==> config.mk <==
export PLATFORM = sky130hd
export DESIGN_NAME = ltd_decoder
export DESIGN_NICKNAME = d
export VERILOG_FILES = /design/src/core/ltd_pkg.sv /design/src/core/ltd_decoder.sv
export VERILOG_INCLUDE_DIRS = /design/src /design/src/core
export SDC_FILE = /design/constraint.sdc
export NUM_CORES = 1
export LEC_CHECK = 0
export CORE_MARGIN = 2
export CORE_UTILIZATION = 60
export DETAILED_ROUTE_END_ITERATION = 6
export DONT_BUFFER_PORTS = 1
export PLACE_DENSITY = 0.73
export SLEW_MARGIN = 20
export SYNTH_ARGS = -nofsm -noshare
export SYNTH_HDL_FRONTEND = slang
export SYNTH_SLANG_ARGS = --single-unit
==> constraint.sdc <==
create_clock -name core_clk_i -period 1.89 [get_ports core_clk_i]
set_clock_uncertainty 0.05 [all_clocks]
set_input_delay 0.378 -clock core_clk_i [delete_from_list [all_inputs] [get_ports core_clk_i]]
set_output_delay 0.378 -clock core_clk_i [all_outputs]
set_load 0.01 [all_outputs]
==> src/core/ltd_defs.svh <==
// constants for the instruction length and timing decoder
`ifndef LTD_DEFS_SVH
`define LTD_DEFS_SVH
// instruction lengths in bytes
`define LTD_LEN1 2'h1
`define LTD_LEN2 2'h2
`define LTD_LEN3 2'h3
// base execution times in system clocks
`define LTD_CYC1 4'h1
`define LTD_CYC2 4'h2
`define LTD_CYC3 4'h3
`define LTD_CYC4 4'h4
`define LTD_CYC5 4'h5
`define LTD_CYC8 4'h8
// a taken conditional branch costs one clock more than a fall-through
`define LTD_TAKEN_EXTRA 4'h1
// extra clocks when a taken branch target misses the branch target cache
`define LTD_MISS_PENALTY 4'h2
// page jump/call: upper address bits kept from the following instruction
`define LTD_PAGE_HI_MSB 15
`define LTD_PAGE_HI_LSB 11
`endif

==> src/core/ltd_pkg.sv <==
// types shared by the instruction length and timing decoder
`default_nettype none
package ltd_pkg;
    // decoder control state, gray along idle -> exec -> idle
    typedef enum logic [1:0] {
        LTD_IDLE = 2'b00,
        LTD_EXEC = 2'b01
    } ltd_state_t;
    // how the branch target is formed
    typedef enum logic [2:0] {
        LTD_BR_NONE = 3'h0,
        LTD_BR_REL = 3'h1,
        LTD_BR_PAGE = 3'h2,
        LTD_BR_LONG = 3'h3,
        LTD_BR_INDIR = 3'h4,
        LTD_BR_RET = 3'h5
    } ltd_br_t;
    // branch condition
    typedef enum logic [2:0] {
        LTD_CC_ALWAYS = 3'h0,
        LTD_CC_CARRY = 3'h1,
        LTD_CC_NCARRY = 3'h2,
        LTD_CC_BIT = 3'h3,
        LTD_CC_NBIT = 3'h4
    } ltd_cond_t;
endpackage
`default_nettype wire

==> src/core/ltd_decoder.sv <==
// instruction length and execution timing decoder for the 8-bit core
`timescale 1ns/100ps
`default_nettype none
`include "ltd_defs.svh"
module ltd_decoder (
    input wire logic core_clk_i,
    input wire logic resetn_i,
    input wire logic op_valid_i,
    input wire logic [7:0] opcode_i,
    input wire logic [7:0] operand1_i,
    input wire logic [7:0] operand2_i,
    input wire logic [15:0] pc_i,
    input wire logic [7:0] acc_i,
    input wire logic [15:0] data_pointer_i,
    input wire logic [15:0] return_addr_i,
    input wire logic carry_i,
    input wire logic bit_value_i,
    input wire logic cache_miss_i,
    output logic ready_o,
    output logic done_o,
    output logic known_o,
    output logic [1:0] inst_len_o,
    output logic [3:0] base_cycles_o,
    output logic [3:0] total_cycles_o,
    output logic [15:0] next_pc_o,
    output logic branch_o,
    output logic taken_o,
    output logic [15:0] target_o,
    output logic bit_clear_o
);

    // length and base time packed together to keep the table short
    function automatic logic [5:0] lc(input logic [1:0] l, input logic [3:0] c);
        return {l, c};
    endfunction

    logic [5:0] lc_v;
    ltd_pkg::ltd_br_t kind_v;
    ltd_pkg::ltd_cond_t cond_v;
    logic is_cond_v;
    logic clr_bit_v;
    logic known_v;

    // opcode table; no opcode matches two entries, so their order does not matter
    always_comb begin
        lc_v = lc(`LTD_LEN1, `LTD_CYC1);
        kind_v = ltd_pkg::LTD_BR_NONE;
        cond_v = ltd_pkg::LTD_CC_ALWAYS;
        is_cond_v = 1'b0;
        clr_bit_v = 1'b0;
        known_v = 1'b1;
        casez (opcode_i)
            8'h14, 8'ha3, 8'hd4, 8'he4, 8'hf4: lc_v = lc(`LTD_LEN1, `LTD_CYC1);
            8'h23, 8'h33, 8'h03, 8'h13, 8'hc4: lc_v = lc(`LTD_LEN1, `LTD_CYC1);
            8'ha4: lc_v = lc(`LTD_LEN1, `LTD_CYC4);
            8'h84: lc_v = lc(`LTD_LEN1, `LTD_CYC8);
            8'h54, 8'h44, 8'h64, 8'h74: lc_v = lc(`LTD_LEN2, `LTD_CYC2);
            8'h52, 8'h42, 8'h62, 8'hf5: lc_v = lc(`LTD_LEN2, `LTD_CYC2);
            8'h53, 8'h43, 8'h63: lc_v = lc(`LTD_LEN3, `LTD_CYC3);
            8'h85, 8'h75: lc_v = lc(`LTD_LEN3, `LTD_CYC3);
            8'h90: lc_v = lc(`LTD_LEN3, `LTD_CYC3);
            8'h93, 8'h83: lc_v = lc(`LTD_LEN1, `LTD_CYC3);
            8'he0, 8'hf0, 8'b1110_001?, 8'b1111_001?: lc_v = lc(`LTD_LEN1, `LTD_CYC3);
            8'hc0, 8'hd0: lc_v = lc(`LTD_LEN2, `LTD_CYC2);
            8'b1101_011?: lc_v = lc(`LTD_LEN1, `LTD_CYC2);
            8'hc3, 8'hd3, 8'hb3: lc_v = lc(`LTD_LEN1, `LTD_CYC1);
            8'hc2, 8'hd2, 8'hb2, 8'h82, 8'hb0: lc_v = lc(`LTD_LEN2, `LTD_CYC2);
            8'h72, 8'ha0, 8'ha2, 8'h92: lc_v = lc(`LTD_LEN2, `LTD_CYC2);
            8'b1111_1???: lc_v = lc(`LTD_LEN1, `LTD_CYC1);
            8'b1010_1???, 8'b0111_1???: lc_v = lc(`LTD_LEN2, `LTD_CYC2);
            8'b1000_1???, 8'b1000_011?: lc_v = lc(`LTD_LEN2, `LTD_CYC2);
            8'b1111_011?: lc_v = lc(`LTD_LEN1, `LTD_CYC2);
            8'b1010_011?, 8'b0111_011?: lc_v = lc(`LTD_LEN2, `LTD_CYC2);
            // accumulator rows: decrement, or, and, xor, exchange, load acc
            8'b0001_1???, 8'b0100_1???, 8'b0101_1???, 8'b0110_1???, 8'b1100_1???, 8'b1110_1???: begin
                lc_v = lc(`LTD_LEN1, `LTD_CYC1);
            end
            8'h15, 8'h45, 8'h55, 8'h65, 8'hc5, 8'he5: lc_v = lc(`LTD_LEN2, `LTD_CYC2);
            8'b0001_011?, 8'b0100_011?, 8'b0101_011?, 8'b0110_011?, 8'b1100_011?, 8'b1110_011?: begin
                lc_v = lc(`LTD_LEN1, `LTD_CYC2);
            end
            8'h40, 8'h50: begin
                lc_v = lc(`LTD_LEN2, `LTD_CYC2);
                kind_v = ltd_pkg::LTD_BR_REL;
                // the no-carry form differs only in bit 4; if/else keeps the enum assignment strictly typed
                if (opcode_i[4]) begin
                    cond_v = ltd_pkg::LTD_CC_NCARRY;
                end else begin
                    cond_v = ltd_pkg::LTD_CC_CARRY;
                end
                is_cond_v = 1'b1;
            end
            8'h10, 8'h20, 8'h30: begin
                lc_v = lc(`LTD_LEN3, `LTD_CYC3);
                kind_v = ltd_pkg::LTD_BR_REL;
                if (opcode_i == 8'h30) begin
                    cond_v = ltd_pkg::LTD_CC_NBIT;
                end else begin
                    cond_v = ltd_pkg::LTD_CC_BIT;
                end
                is_cond_v = 1'b1;
                clr_bit_v = (opcode_i == 8'h10);
            end
            8'h80: begin
                lc_v = lc(`LTD_LEN2, `LTD_CYC3);
                kind_v = ltd_pkg::LTD_BR_REL;
            end
            8'b???0_0001, 8'b???1_0001: begin
                lc_v = lc(`LTD_LEN2, `LTD_CYC3);
                kind_v = ltd_pkg::LTD_BR_PAGE;
            end
            8'h02, 8'h12: begin
                lc_v = lc(`LTD_LEN3, `LTD_CYC4);
                kind_v = ltd_pkg::LTD_BR_LONG;
            end
            8'h73: begin
                lc_v = lc(`LTD_LEN1, `LTD_CYC3);
                kind_v = ltd_pkg::LTD_BR_INDIR;
            end
            8'h22, 8'h32: begin
                lc_v = lc(`LTD_LEN1, `LTD_CYC5);
                kind_v = ltd_pkg::LTD_BR_RET;
            end
            default: known_v = 1'b0; // rows this block does not time
        endcase
    end

    logic [15:0] npc_v;
    logic [7:0] rel_v;
    logic cond_ok_v;
    logic take_v;
    logic [15:0] tgt_v;
    logic [3:0] tot_v;

    // branch outcome, target and total time of the presented opcode
    always_comb begin
        npc_v = pc_i + {14'h0000, lc_v[5:4]};
        rel_v = (lc_v[5:4] == `LTD_LEN3) ? operand2_i : operand1_i;
        case (cond_v)
            ltd_pkg::LTD_CC_CARRY: cond_ok_v = carry_i;
            ltd_pkg::LTD_CC_NCARRY: cond_ok_v = ~carry_i;
            ltd_pkg::LTD_CC_BIT: cond_ok_v = bit_value_i;
            ltd_pkg::LTD_CC_NBIT: cond_ok_v = ~bit_value_i;
            default: cond_ok_v = 1'b1;
        endcase
        take_v = (kind_v != ltd_pkg::LTD_BR_NONE) && cond_ok_v;
        case (kind_v)
            ltd_pkg::LTD_BR_REL: tgt_v = npc_v + {{8{rel_v[7]}}, rel_v};
            ltd_pkg::LTD_BR_PAGE: begin
                tgt_v = {npc_v[`LTD_PAGE_HI_MSB:`LTD_PAGE_HI_LSB], opcode_i[7:5], operand1_i};
            end
            ltd_pkg::LTD_BR_LONG: tgt_v = {operand1_i, operand2_i};
            ltd_pkg::LTD_BR_INDIR: tgt_v = data_pointer_i + {8'h00, acc_i};
            ltd_pkg::LTD_BR_RET: tgt_v = return_addr_i;
            default: tgt_v = npc_v;
        endcase
        tot_v = lc_v[3:0];
        // fall-through is the base figure; taking the branch adds one
        if (is_cond_v && take_v) begin
            tot_v = tot_v + `LTD_TAKEN_EXTRA;
        end
        // only a taken branch fetches its target, so only it can miss
        if (take_v && cache_miss_i) begin
            tot_v = tot_v + `LTD_MISS_PENALTY;
        end
    end

    // results are latched at accept so operand changes while busy cannot disturb them
    ltd_pkg::ltd_state_t state_q, state_d;
    logic [3:0] cnt_q, cnt_d;
    logic ready_q, ready_d;
    logic done_q, done_d;
    logic known_q, known_d;
    logic [1:0] len_q, len_d;
    logic [3:0] base_q, base_d;
    logic [3:0] tot_q, tot_d;
    logic [15:0] npc_q, npc_d;
    logic branch_q, branch_d;
    logic taken_q, taken_d;
    logic [15:0] tgt_q, tgt_d;
    logic clr_q, clr_d;

    // accept one opcode while idle, then stall for its full time
    always_comb begin
        state_d = state_q;
        cnt_d = cnt_q;
        ready_d = ready_q;
        done_d = 1'b0;
        known_d = known_q;
        len_d = len_q;
        base_d = base_q;
        tot_d = tot_q;
        npc_d = npc_q;
        branch_d = branch_q;
        taken_d = taken_q;
        tgt_d = tgt_q;
        clr_d = clr_q;
        case (state_q)
            ltd_pkg::LTD_IDLE: begin
                if (op_valid_i) begin
                    known_d = known_v;
                    len_d = lc_v[5:4];
                    base_d = lc_v[3:0];
                    tot_d = tot_v;
                    npc_d = take_v ? tgt_v : npc_v;
                    branch_d = (kind_v != ltd_pkg::LTD_BR_NONE);
                    taken_d = take_v;
                    tgt_d = tgt_v;
                    clr_d = clr_bit_v && bit_value_i;
                    cnt_d = tot_v;
                    ready_d = 1'b0;
                    state_d = ltd_pkg::LTD_EXEC;
                end
            end
            ltd_pkg::LTD_EXEC: begin
                cnt_d = cnt_q - 4'h1;
                // last clock of the instruction: release fetch
                if (cnt_q == `LTD_CYC1) begin
                    done_d = 1'b1;
                    ready_d = 1'b1;
                    state_d = ltd_pkg::LTD_IDLE;
                end
            end
            // an illegal state falls back to idle and frees fetch rather than hanging the core
            default: begin
                ready_d = 1'b1;
                state_d = ltd_pkg::LTD_IDLE;
            end
        endcase
    end

    // state and result registers
    always_ff @(posedge core_clk_i or negedge resetn_i) begin
        if (!resetn_i) begin
            state_q <= ltd_pkg::LTD_IDLE;
            cnt_q <= 4'h0;
            ready_q <= 1'b1;
            done_q <= 1'b0;
            known_q <= 1'b0;
            len_q <= 2'h0;
            base_q <= 4'h0;
            tot_q <= 4'h0;
            npc_q <= 16'h0000;
            branch_q <= 1'b0;
            taken_q <= 1'b0;
            tgt_q <= 16'h0000;
            clr_q <= 1'b0;
        end else begin
            state_q <= state_d;
            cnt_q <= cnt_d;
            ready_q <= ready_d;
            done_q <= done_d;
            known_q <= known_d;
            len_q <= len_d;
            base_q <= base_d;
            tot_q <= tot_d;
            npc_q <= npc_d;
            branch_q <= branch_d;
            taken_q <= taken_d;
            tgt_q <= tgt_d;
            clr_q <= clr_d;
        end
    end

    // outputs come straight from flip-flops so pipeline control sees no decode glitches
    assign ready_o = ready_q;
    assign done_o = done_q;
    assign known_o = known_q;
    assign inst_len_o = len_q;
    assign base_cycles_o = base_q;
    assign total_cycles_o = tot_q;
    assign next_pc_o = npc_q;
    assign branch_o = branch_q;
    assign taken_o = taken_q;
    assign target_o = tgt_q;
    assign bit_clear_o = clr_q;

endmodule
`default_nettype wire

==> reports/results.env, run 1 <==
ACHIEVABLE-FREQUENCY_GHz=0.234
CLOCK_INSERTION_DELAY_WORST_SKEW_NS=0.31
POWER-PER-CELL-AREA_nW_PER_UM2=810
SYNTH-SIMPLE-AREA-SHARE=0.229
WORSTREG2REGSTART='state_q[0]'
DIE_WIDTH_UM=96.9
DESIGN.CORE.AREA_UM2=8300
GRT_START_MAX_NET_PINS=54
NUM_ROWS=33
SYN-CELL-AREA_UM2=5170
SETUP.WORST_PATH.CLASS='in -> reg'
MAX_SLEW.WORST_PIN.SLEW_NS=0.554
CTS_MAX_LEVEL=2
P_LEAK_uW=0.00319
PATH_MAX_FANOUT=9
SYNTH_TOP_AREA_CELL='dfrtp_1'
GRT_SETUP_UNREPAIRED='yes'
POWER_uW=5850
SYNTH_TOP_AREA_FRAC=0.251
GR-TOTAL-OVERFLOW=0
HOLDPATHEND='base_cycles_o[3]'
SHARE_OF_POST_ROUTE_CELLS_WITH_DRIVE_STRENGTH_ABOVE_1=0.386
SYNTHTOPCELLSBYAREA='dfrtp_1 (25%), ha_1 (7.0%), nand2_1 (6.5%), xnor2_1 (5.4%), o21ai_0 (4.4%)'
TOP_FLIP_FLOP_CELL_BY_INSTANCE_COUNT_AFTER_SYNTHESIS='dfrtp_1'
SYNTH_FA_HA_AREA_FRAC=0.0800
ASYNC_FLOP_SHARE=1.00
TIMING_HOLD_VIOLATIONS_FINAL=0
YS_SEQ_AREA_FRAC=0.257
GRT_ANTENNA_BEFORE_REPAIR=0
CTS_BUFFERS=5
MAXCAPVIOLCOUNT=0
GRT_USE_TOTAL=0.363
GRT_FIRST_PASS_WIRELENGTH_UM=28000
FLOORPLAN.INITIALDENSITY=0.624
WHS_PATH_DEPTH=1
NETLIST_INSTANCES=640
CRITICAL_PATH_REQUIRED_TIME_NS=2.07
PIN_COUNT=134
FINAL-MAX-SLEW-VIOLATION-COUNT=0
GP_CONGESTION=1.01
LAYOUT_COMMON_CELLS='buf_4 (146), nand2_1 (78), dfrtp_1 (52)'
BUFFER_PORTS.INSERTED=0
PERIOD_MINUS_SLACK_NS=4.27
TRITONCTS_CLOCK_TREE='built'
CTS.CLK_SLEW.WORST_PATHS_NS=0.09
DRT-VIAS-PER-INSTANCE=6.56
DP_HPWL_UM=12800
VIAS=5718
REG2REG_SLACK_NS=0.27
REG2REG_DEPTH=4
DRC=0
YOSYSWARNINGCOUNT=0
SYNTH-XOR-AREA-SHARE=0.0834
WORST_SLEW_MARGIN_REL=0.621
PLACEMENT.SETUP.WORST_SLACK_NS=-2.91
AREA_GROWTH_PCT=39.5
YS_SEQ_ELEMENTS=53
POSTLAYOUTSETUPSLACKWORST_NS=-2.38
MAIN_COMBINATIONAL_CELL_FAMILY_BY_AREA_AFTER_SYNTHESIS='simple AND/OR/NAND/NOR gates'
FINAL_MIN_PERIOD_OVER_CLOCK_PERIOD=2.26
SYN_NETS=757
MOSTFREQUENTLAYOUTCELL='buf_4'
ROUTE.ANTENNA.REMAINING_NETS=0
SYNTH.DISTINCT_CELLS=86
TIMING.CRITICAL_PATH.ARRIVAL_NS=4.46
DRT-TOTAL-WL_UM=18500
SYNTH_EDF_COUNT=0
SETUP.WORST_PATH.START_CLASS='input port'
SETUP_VIOL=42
FLOORPLAN.DIE_AREA_UM2=9380
SINK_COUNT_OF_THE_CLOCK_TREE=53
VIOLATIONS_IN_THE_FINAL_REPORTS='setup timing'
NFILLCELLS=420
MAX_CLOCK_BUF_DEPTH=2
WL_PER_CELL_UM=21.2
DRT-PASS1-ITER-COUNT=6
DESIGN.FINAL.NETS=883
DRT_FIRST_ITER_VIOLATIONS=454
DIE_H_UM=96.9
R2R_END='target_o[9]'
MUXSHAREOFSYNTHAREA=0.0711
POST-PLACE-CELLS=840
NON_FILLER_INSTANCE_COUNT_AFTER_LAYOUT=872
TIMING.HOLD.WORST.START='opcode_i[5]'
NUMBER_OF_GLOBAL_ROUTE_VIAS_BEFORE_REPAIR=5503
POSTSYNTHAREAPERCELL_UM2=8.09
ANTENNADIODECOUNT=0
VDD_DROP_MAX_mV=0.452
TIMING.CRITICAL_PATH.TO_TYPE='register'
RUN_STATUS='complete, but fails checks'
SHARE_OF_THE_SYNTHESIZED_AREA_IN_COMPOUND_GATES_AO_OA_AOI_OAI=0.228
HP-CLASS='in -> reg'
CTS_ROOT_BUFFER='clkbuf_8'
worst max-delay path by stage:
stage,cells past startpoint,endpoint,from,slack [ns]
global route,21,target_o[15],opcode_i[5],-2.49
detailed placement,21,next_pc_o[10],opcode_i[2],-2.91
global placement,21,next_pc_o[10],opcode_i[2],-2.81
floorplan,24,target_o[15],opcode_i[4],-2.53
finish,20,target_o[15],opcode_i[2],-2.38
CTS,22,next_pc_o[15],opcode_i[5],-2.20
worst max-delay path, stage by stage:
cell       delay (ns)
and4bb_4         0.22
a32oi_1          0.20
o211ai_1         0.21
nand4b_1         0.27
or2b_1           0.30
ha_4             0.19
buf_6            0.11
maj3_2           0.38
buf_4            0.19
nand3_1          0.14
xnor2_2          0.15
ha_1             0.32
nand3_1          0.18
o2111ai_2        0.16
a31oi_2          0.20
o21bai_1         0.11
a21oi_1          0.17
xnor3_1          0.24
o21ba_4          0.22
o21ai_1          0.12
power by group:
part | switching (uW) | total (uW) | internal, uW
registers | 612 | 2270 | 1660
clock network | 370 | 768 | 398
logic | 1420 | 2810 | 1390
total | 2400 | 5850 | 3450
through the flow:
stage | utilization | hold slack, ns | setup TNS [ns] | cell area, um2
3_3_place_gp | 0.771 | 0.0333 | -86.19 | 6400
2_1_floorplan | - | 0.0324 | -76.49 | 5530
5_1_grt | 0.870 | 0.126 | -77.87 | 7220
6_report | 0.870 | 0.125 | -73.87 | 7220
4_1_cts | 0.829 | 0.114 | -67.81 | 6880
3_5_place_dp | 0.771 | 0.0334 | -89.63 | 6400
state kept, by name (all words and copies together) (netlist names):
name / count
base_cycles_o: 4
bit_clear_o: 1
branch_o: 1
cnt_q: 4
done_o: 1
inst_len_o: 2
known_o: 1
next_pc_o: 16
ready_o: 1
state_q: 1
taken_o: 1
target_o: 16
total_cycles_o: 4
synth_stat cells, types with 11 or more instances:
library cell and number:
nand2_1 89, dfrtp_1 52, nor2_1 47, o21ai_0 46, a21oi_1 41, xnor2_1 32
ha_1 29, inv_1 24, clkbuf_1 19, mux2i_1 18, nand3_1 15, mux2_2 14
nor3_1 13, xor2_1 11
cells by family (layout without fill, tap and decap cells):
group,after synthesis,in the layout
mux,34,34
fa+ha+maj,32,32
buf+inv,61,188
compound gates,178,178
simple gates,236,236
xor+xnor,46,46
flops,53,53
metal layers:
layer  share of wire  wire length [um]  track usage
met3            0.10              1850       0.0600
met4           0.039               723       0.0975
met2            0.47              8780        0.603
met1            0.39              7140        0.490
met5               0                 0            0
timing repair:
action                     in CTS  in global routing
gates resized for setup        49                 60
hold buffers                    2                  0
buffers inserted               12                 15
pin swaps                      43                 49
hold endpoints to repair       53                  0
setup endpoints to repair      42                 43
final cells by class:
cell class / instances / area, um2 / share of cell area
Clock inverter: 2 / 38.8 / 0.00537
Multi-Input combinational cell: 526 / 4320 / 0.599
Sequential cell: 53 / 1330 / 0.184
Clock buffer: 6 / 72.6 / 0.0101
Inverter: 24 / 90.1 / 0.0125
Timing Repair Buffer: 156 / 1240 / 0.171
Tap cell: 105 / 131 / 0.0182
(Power assumes the default switching activity.)
==> run 2, diff against run 1 <==
- clock period: 1.89 -> 5.35 ns (I/O delays scaled with it)
==> reports/results.env, run 2 (synthesis results as in run 1) <==
AREA_GROWTH_PCT=7.37
POWER-PER-CELL-AREA_nW_PER_UM2=303
NUMBER_OF_GLOBAL_ROUTE_VIAS_BEFORE_REPAIR=4592
CRITICAL_PATH_REQUIRED_TIME_NS=5.47
FINAL-MAX-SLEW-VIOLATION-COUNT=0
MAXCAPVIOLCOUNT=0
POST_ROUTE_UTILIZATION=0.670
GR-TOTAL-OVERFLOW=0
WL_PER_CELL_UM=19.8
HP-CLASS='in -> async'
DESIGN.CORE.AREA_UM2=8300
P_LEAK_uW=0.00238
FLOORPLAN.INITIALDENSITY=0.624
DP_HPWL_UM=11800
ACHIEVABLE-FREQUENCY_GHz=0.198
TRITONCTS_CLOCK_TREE='built'
SETUP.WORST_PATH.CLASS='in -> reg'
ROUTE.ANTENNA.REMAINING_NETS=0
NUM_ROWS=33
BUFFER_PORTS.INSERTED=0
LAYOUT_COMMON_CELLS='nand2_1 (88), dfrtp_1 (52), nor2_1 (47)'
PATH_MAX_FANOUT=50
GRT_START_MAX_NET_PINS=70
FLOORPLAN.DIE_AREA_UM2=9380
TIMING.CRITICAL_PATH.ARRIVAL_NS=5.16
CTS.REPAIR.RESIZED=0
CTS_ROOT_BUFFER='clkbuf_8'
DRT-PASS1-ITER-COUNT=7
TIMING.CRITICAL_PATH.TO_TYPE='register'
SINK_COUNT_OF_THE_CLOCK_TREE=53
DIE_WIDTH_UM=96.9
WORST_SLEW_MARGIN_REL=0.374
FINAL_MIN_PERIOD_OVER_CLOCK_PERIOD=0.943
CTS_MAX_LEVEL=2
SETUP.WORST_PATH.START_CLASS='input port'
DRC=0
POST_CTS.REPAIR.SETUP_BUFFERS=0
SETUP_VIOL=0
CTS.HOLD.BUFFERS_ADDED=0
CTS_BUFFERS=5
DRT-TOTAL-WL_UM=14800
DRT-VIAS-PER-INSTANCE=6.49
DIE_H_UM=96.9
ANTENNADIODECOUNT=0
MOSTFREQUENTLAYOUTCELL='nand2_1'
POWER_uW=1680
TIMING_HOLD_VIOLATIONS_FINAL=0
VIAS=4839
DRT_FIRST_ITER_VIOLATIONS=262
CTS.CLK_SLEW.WORST_PATHS_NS=0.09
DESIGN.FINAL.NETS=757
RUN_STATUS='complete, no violations'
SHARE_OF_POST_ROUTE_CELLS_WITH_DRIVE_STRENGTH_ABOVE_1=0.136
VDD_DROP_MAX_mV=0.158
GRT_USE_TOTAL=0.312
GRT_ANTENNA_BEFORE_REPAIR=0
GP_CONGESTION=0.956
GRT_FIRST_PASS_WIRELENGTH_UM=23800
PIN_COUNT=134
MAX_SLEW.WORST_PIN.SLEW_NS=0.929
MAX_CLOCK_BUF_DEPTH=2
PERIOD_MINUS_SLACK_NS=5.04
CLOCK_INSERTION_DELAY_WORST_SKEW_NS=0.30
==> run 2: layout make-up <==
type	count	area (um2)
Timing Repair Buffer	30	225
Sequential cell	53	1330
Clock buffer	6	72.6
Multi-Input combinational cell	526	3690
Fill cell	702	2740
Tap cell	105	131
Inverter	24	90.1
Clock inverter	2	15.0
==> run 2: report_power, final <==
group | switching [uW] | internal (uW)
Combinational | 357 | 302
Sequential | 217 | 587
Clock | 128 | 92.3
Total | 702 | 981
==> run 2: metal layers <==
layer / track usage / wire length (um) / vias to the layer above
li1: - / - / 2312
met1: 0.450 / 6650 / 2294
met2: 0.476 / 6610 / 223
met3: 0.0809 / 1400 / 10
met4: 0.0596 / 140 / 0
met5: 0 / 0 / -
==> run 2: stage by stage <==
stage          hold WS [ns]  cells  TNS (ns)  setup slack [ns]  area [um2]
3_3_place_gp          0.415    738   -0.0895           -0.0655        5450
5_1_grt               0.374    746  -0.00639          -0.00639        5560
6_report              0.398    746         0             0.305        5560
2_1_floorplan         0.381    640         0            0.0936        5270
4_1_cts               0.392    746         0             0.136        5540
3_5_place_dp          0.412    738    -0.426            -0.175        5450
==> run 2: worst max-delay path: stages <==
cell and delay, ns:
or3b_2 0.47, a21oi_1 0.14, a311o_1 0.18, a211oi_4 0.08, nand3_4 0.10, or2b_1 0.25, ha_2 0.21, ha_2 0.17
or2_1 0.32, nand3_2 0.13, xnor2_2 0.07, ha_1 0.34, nand3_2 0.10, o2111ai_2 0.24, o311ai_4 0.16, o21bai_1 0.17
a21oi_1 0.10, xnor2_1 0.13, a221oi_1 0.31, buf_4 0.19, nand2_1 0.05, o21ai_0 0.08, o21ai_0 0.09
==> run 2: path summary, 6_finish.rpt <==
| check | from | cells past startpoint | to | slack [ns] |
|---|---|---|---|---|
| max | opcode_i[5] | 23 | next_pc_o[9] | 0.31 |
| min | resetn_i | 0 | done_o | 0.40 |
| max reg2reg | state_q[0] | 4 | cnt_q[3] | 3.56 |
| min reg2reg | cnt_q[3] | 1 | done_o | 0.43 |
| max in group asynchronous | resetn_i | 0 | ready_o | 4.68 |
| min in group core_clk_i | cnt_q[3] | 1 | done_o | 0.43 |
==> run 3, diff against run 2 <==
- CORE_MARGIN: 2 -> 1.5
==> reports/results.env, run 3 (synthesis results as in run 1) <==
GRT_SETUP_UNREPAIRED='no'
GRT_ANTENNA_BEFORE_REPAIR=0
DRC=0
GRT_UTIL_MET1=0.467
TIMING.CRITICAL_PATH.ARRIVAL_NS=5.32
GRT_USE_MET3=0.0585
VIAS=4890
GR-USAGE-MET2=0.476
GRT_MOST_USED_LAYER='met2'
DRT-VIAS-PER-INSTANCE=6.57
PERIOD_MINUS_SLACK_NS=5.13
GRT_START_MAX_NET_PINS=70
DESIGN.CORE.AREA_UM2=8300
ROUTE.ANTENNA.REMAINING_NETS=0
GR-TOTAL-OVERFLOW=0
SETUP_TOTAL_NEGATIVE_SLACK_NS=0
VDD_DROP_MAX_mV=0.142
LAYOUT_COMMON_CELLS='nand2_1 (88), dfrtp_1 (52), nor2_1 (47)'
POWER-PER-CELL-AREA_nW_PER_UM2=304
CTS_MAX_LEVEL=2
R2R_END='cnt_q[3]'
POST_ROUTE_UTILIZATION=0.668
FLOORPLAN.DIE_AREA_UM2=9190
CTS_BUFFERS=5
FINAL_MIN_PERIOD_OVER_CLOCK_PERIOD=0.960
SHARE_OF_POST_ROUTE_CELLS_WITH_DRIVE_STRENGTH_ABOVE_1=0.133
GRT_USE_TOTAL=0.319
DRT-PASS1-ITER-COUNT=7
MAX_SLEW.WORST_PIN.SLEW_NS=0.898
DIE_WIDTH_UM=95.9
TIMING_HOLD_VIOLATIONS_FINAL=0
CTS.CLK_SLEW.WORST_PATHS_NS=0.09
FLOORPLAN.INITIALDENSITY=0.624
DESIGN.FINAL.NETS=755
RUN_STATUS='complete, no violations'
WORSTREG2REGSTART='state_q[0]'
PIN_COUNT=134
P_LEAK_uW=0.00237
ANTENNADIODECOUNT=0
AREA_GROWTH_PCT=7.06
DP_HPWL_UM=11700
WORST_SLEW_MARGIN_REL=0.395
NUM_ROWS=33
POST_CTS.REPAIR.SETUP_BUFFERS=0
SINK_COUNT_OF_THE_CLOCK_TREE=53
CLOCK_INSERTION_DELAY_WORST_SKEW_NS=0.31
MAX_CLOCK_BUF_DEPTH=2
ACHIEVABLE-FREQUENCY_GHz=0.195
WL_PER_CELL_UM=19.9
CRITICAL_PATH_REQUIRED_TIME_NS=5.53
SETUP.WORST_PATH.CLASS='in -> reg'
REG2REG_SLACK_NS=3.59
POWER_uW=1690
MOSTFREQUENTLAYOUTCELL='nand2_1'
HP-CLASS='in -> async'
NUMBER_OF_GLOBAL_ROUTE_VIAS_BEFORE_REPAIR=4400
CTS_ROOT_BUFFER='clkbuf_8'
REG2REG_DEPTH=4
TRITONCTS_CLOCK_TREE='built'
DIE_H_UM=95.9
GP_CONGESTION=0.948
DRT_FIRST_ITER_VIOLATIONS=336
BUFFER_PORTS.INSERTED=0
TIMING.CRITICAL_PATH.TO_TYPE='register'
GRT_FIRST_PASS_WIRELENGTH_UM=22400
MAXCAPVIOLCOUNT=0
PATH_MAX_FANOUT=50
FINAL-MAX-SLEW-VIOLATION-COUNT=0
SETUP_VIOL=0
DRT-TOTAL-WL_UM=14800
SETUP.WORST_PATH.START_CLASS='input port'
[run 3: worst max path at each step]
stage | startpoint | endpoint | slack (ns) | depth (start not counted)
2_1_floorplan | opcode_i[7] | next_pc_o[10] | 0.09 | 23
3_3_place_gp | opcode_i[5] | next_pc_o[6] | -0.09 | 21
3_5_place_dp | opcode_i[5] | next_pc_o[10] | -0.20 | 21
4_1_cts | opcode_i[5] | next_pc_o[10] | 0.13 | 21
5_1_grt | opcode_i[0] | next_pc_o[6] | 0.04 | 21
6_report | opcode_i[5] | target_o[15] | 0.22 | 22
[run 3: routing by layer]
| metal | vias up | share of wire |
|---|---|---|
| met3 | 14 | 0.11 |
| met4 | 0 | 0.013 |
| met2 | 272 | 0.44 |
| met5 | - | 0 |
| li1 | 2308 | - |
| met1 | 2296 | 0.44 |
[run 3: worst max-delay path, cell delays in order]
cell       delay, ns
or3b_2          0.47
a21oi_1         0.14
a311o_1         0.19
a211oi_4        0.09
nand3_4         0.10
or2b_1          0.25
ha_2            0.21
ha_2            0.19
or2_4           0.28
nand3_1         0.13
xnor2_2         0.10
ha_1            0.26
nor3_2          0.22
o2111ai_2       0.16
o311ai_4        0.14
o2111ai_1       0.17
a31oi_1         0.25
o21bai_1        0.12
a21oi_1         0.16
xnor3_1         0.24
o21ba_1         0.23
o21ai_1         0.14
[run 3: repair_timing]
action                     4_1_cts  5_1_grt
hold endpoints to repair         0        0
setup endpoints to repair        0       12
hold buffers                     0        0
gates resized for setup          0        5
[run 3: final cells by class]
type / count / area (um2)
clock buffers: 6 / 72.6
clock inverters: 2 / 15.0
fillers: 691 / 2760
inverters: 24 / 90.1
multi-input cells: 526 / 3690
flip-flops and latches: 53 / 1330
well taps: 105 / 131
repair buffers: 28 / 210
[run 3: power by group]
group          total, uW  switching, uW  internal [uW]
clock network        222            130           92.3
logic                663            362            301
registers            802            215            587
[run 3: through the flow]
step,instance area (um2),setup WS (ns),cells,hold WS [ns]
after global placement,5430,-0.0890,736,0.419
after detailed placement,5430,-0.197,736,0.437
final,5540,0.215,744,0.393
after CTS,5520,0.126,744,0.387
after floorplan,5270,0.0936,640,0.381
after global routing,5540,0.0422,744,0.382
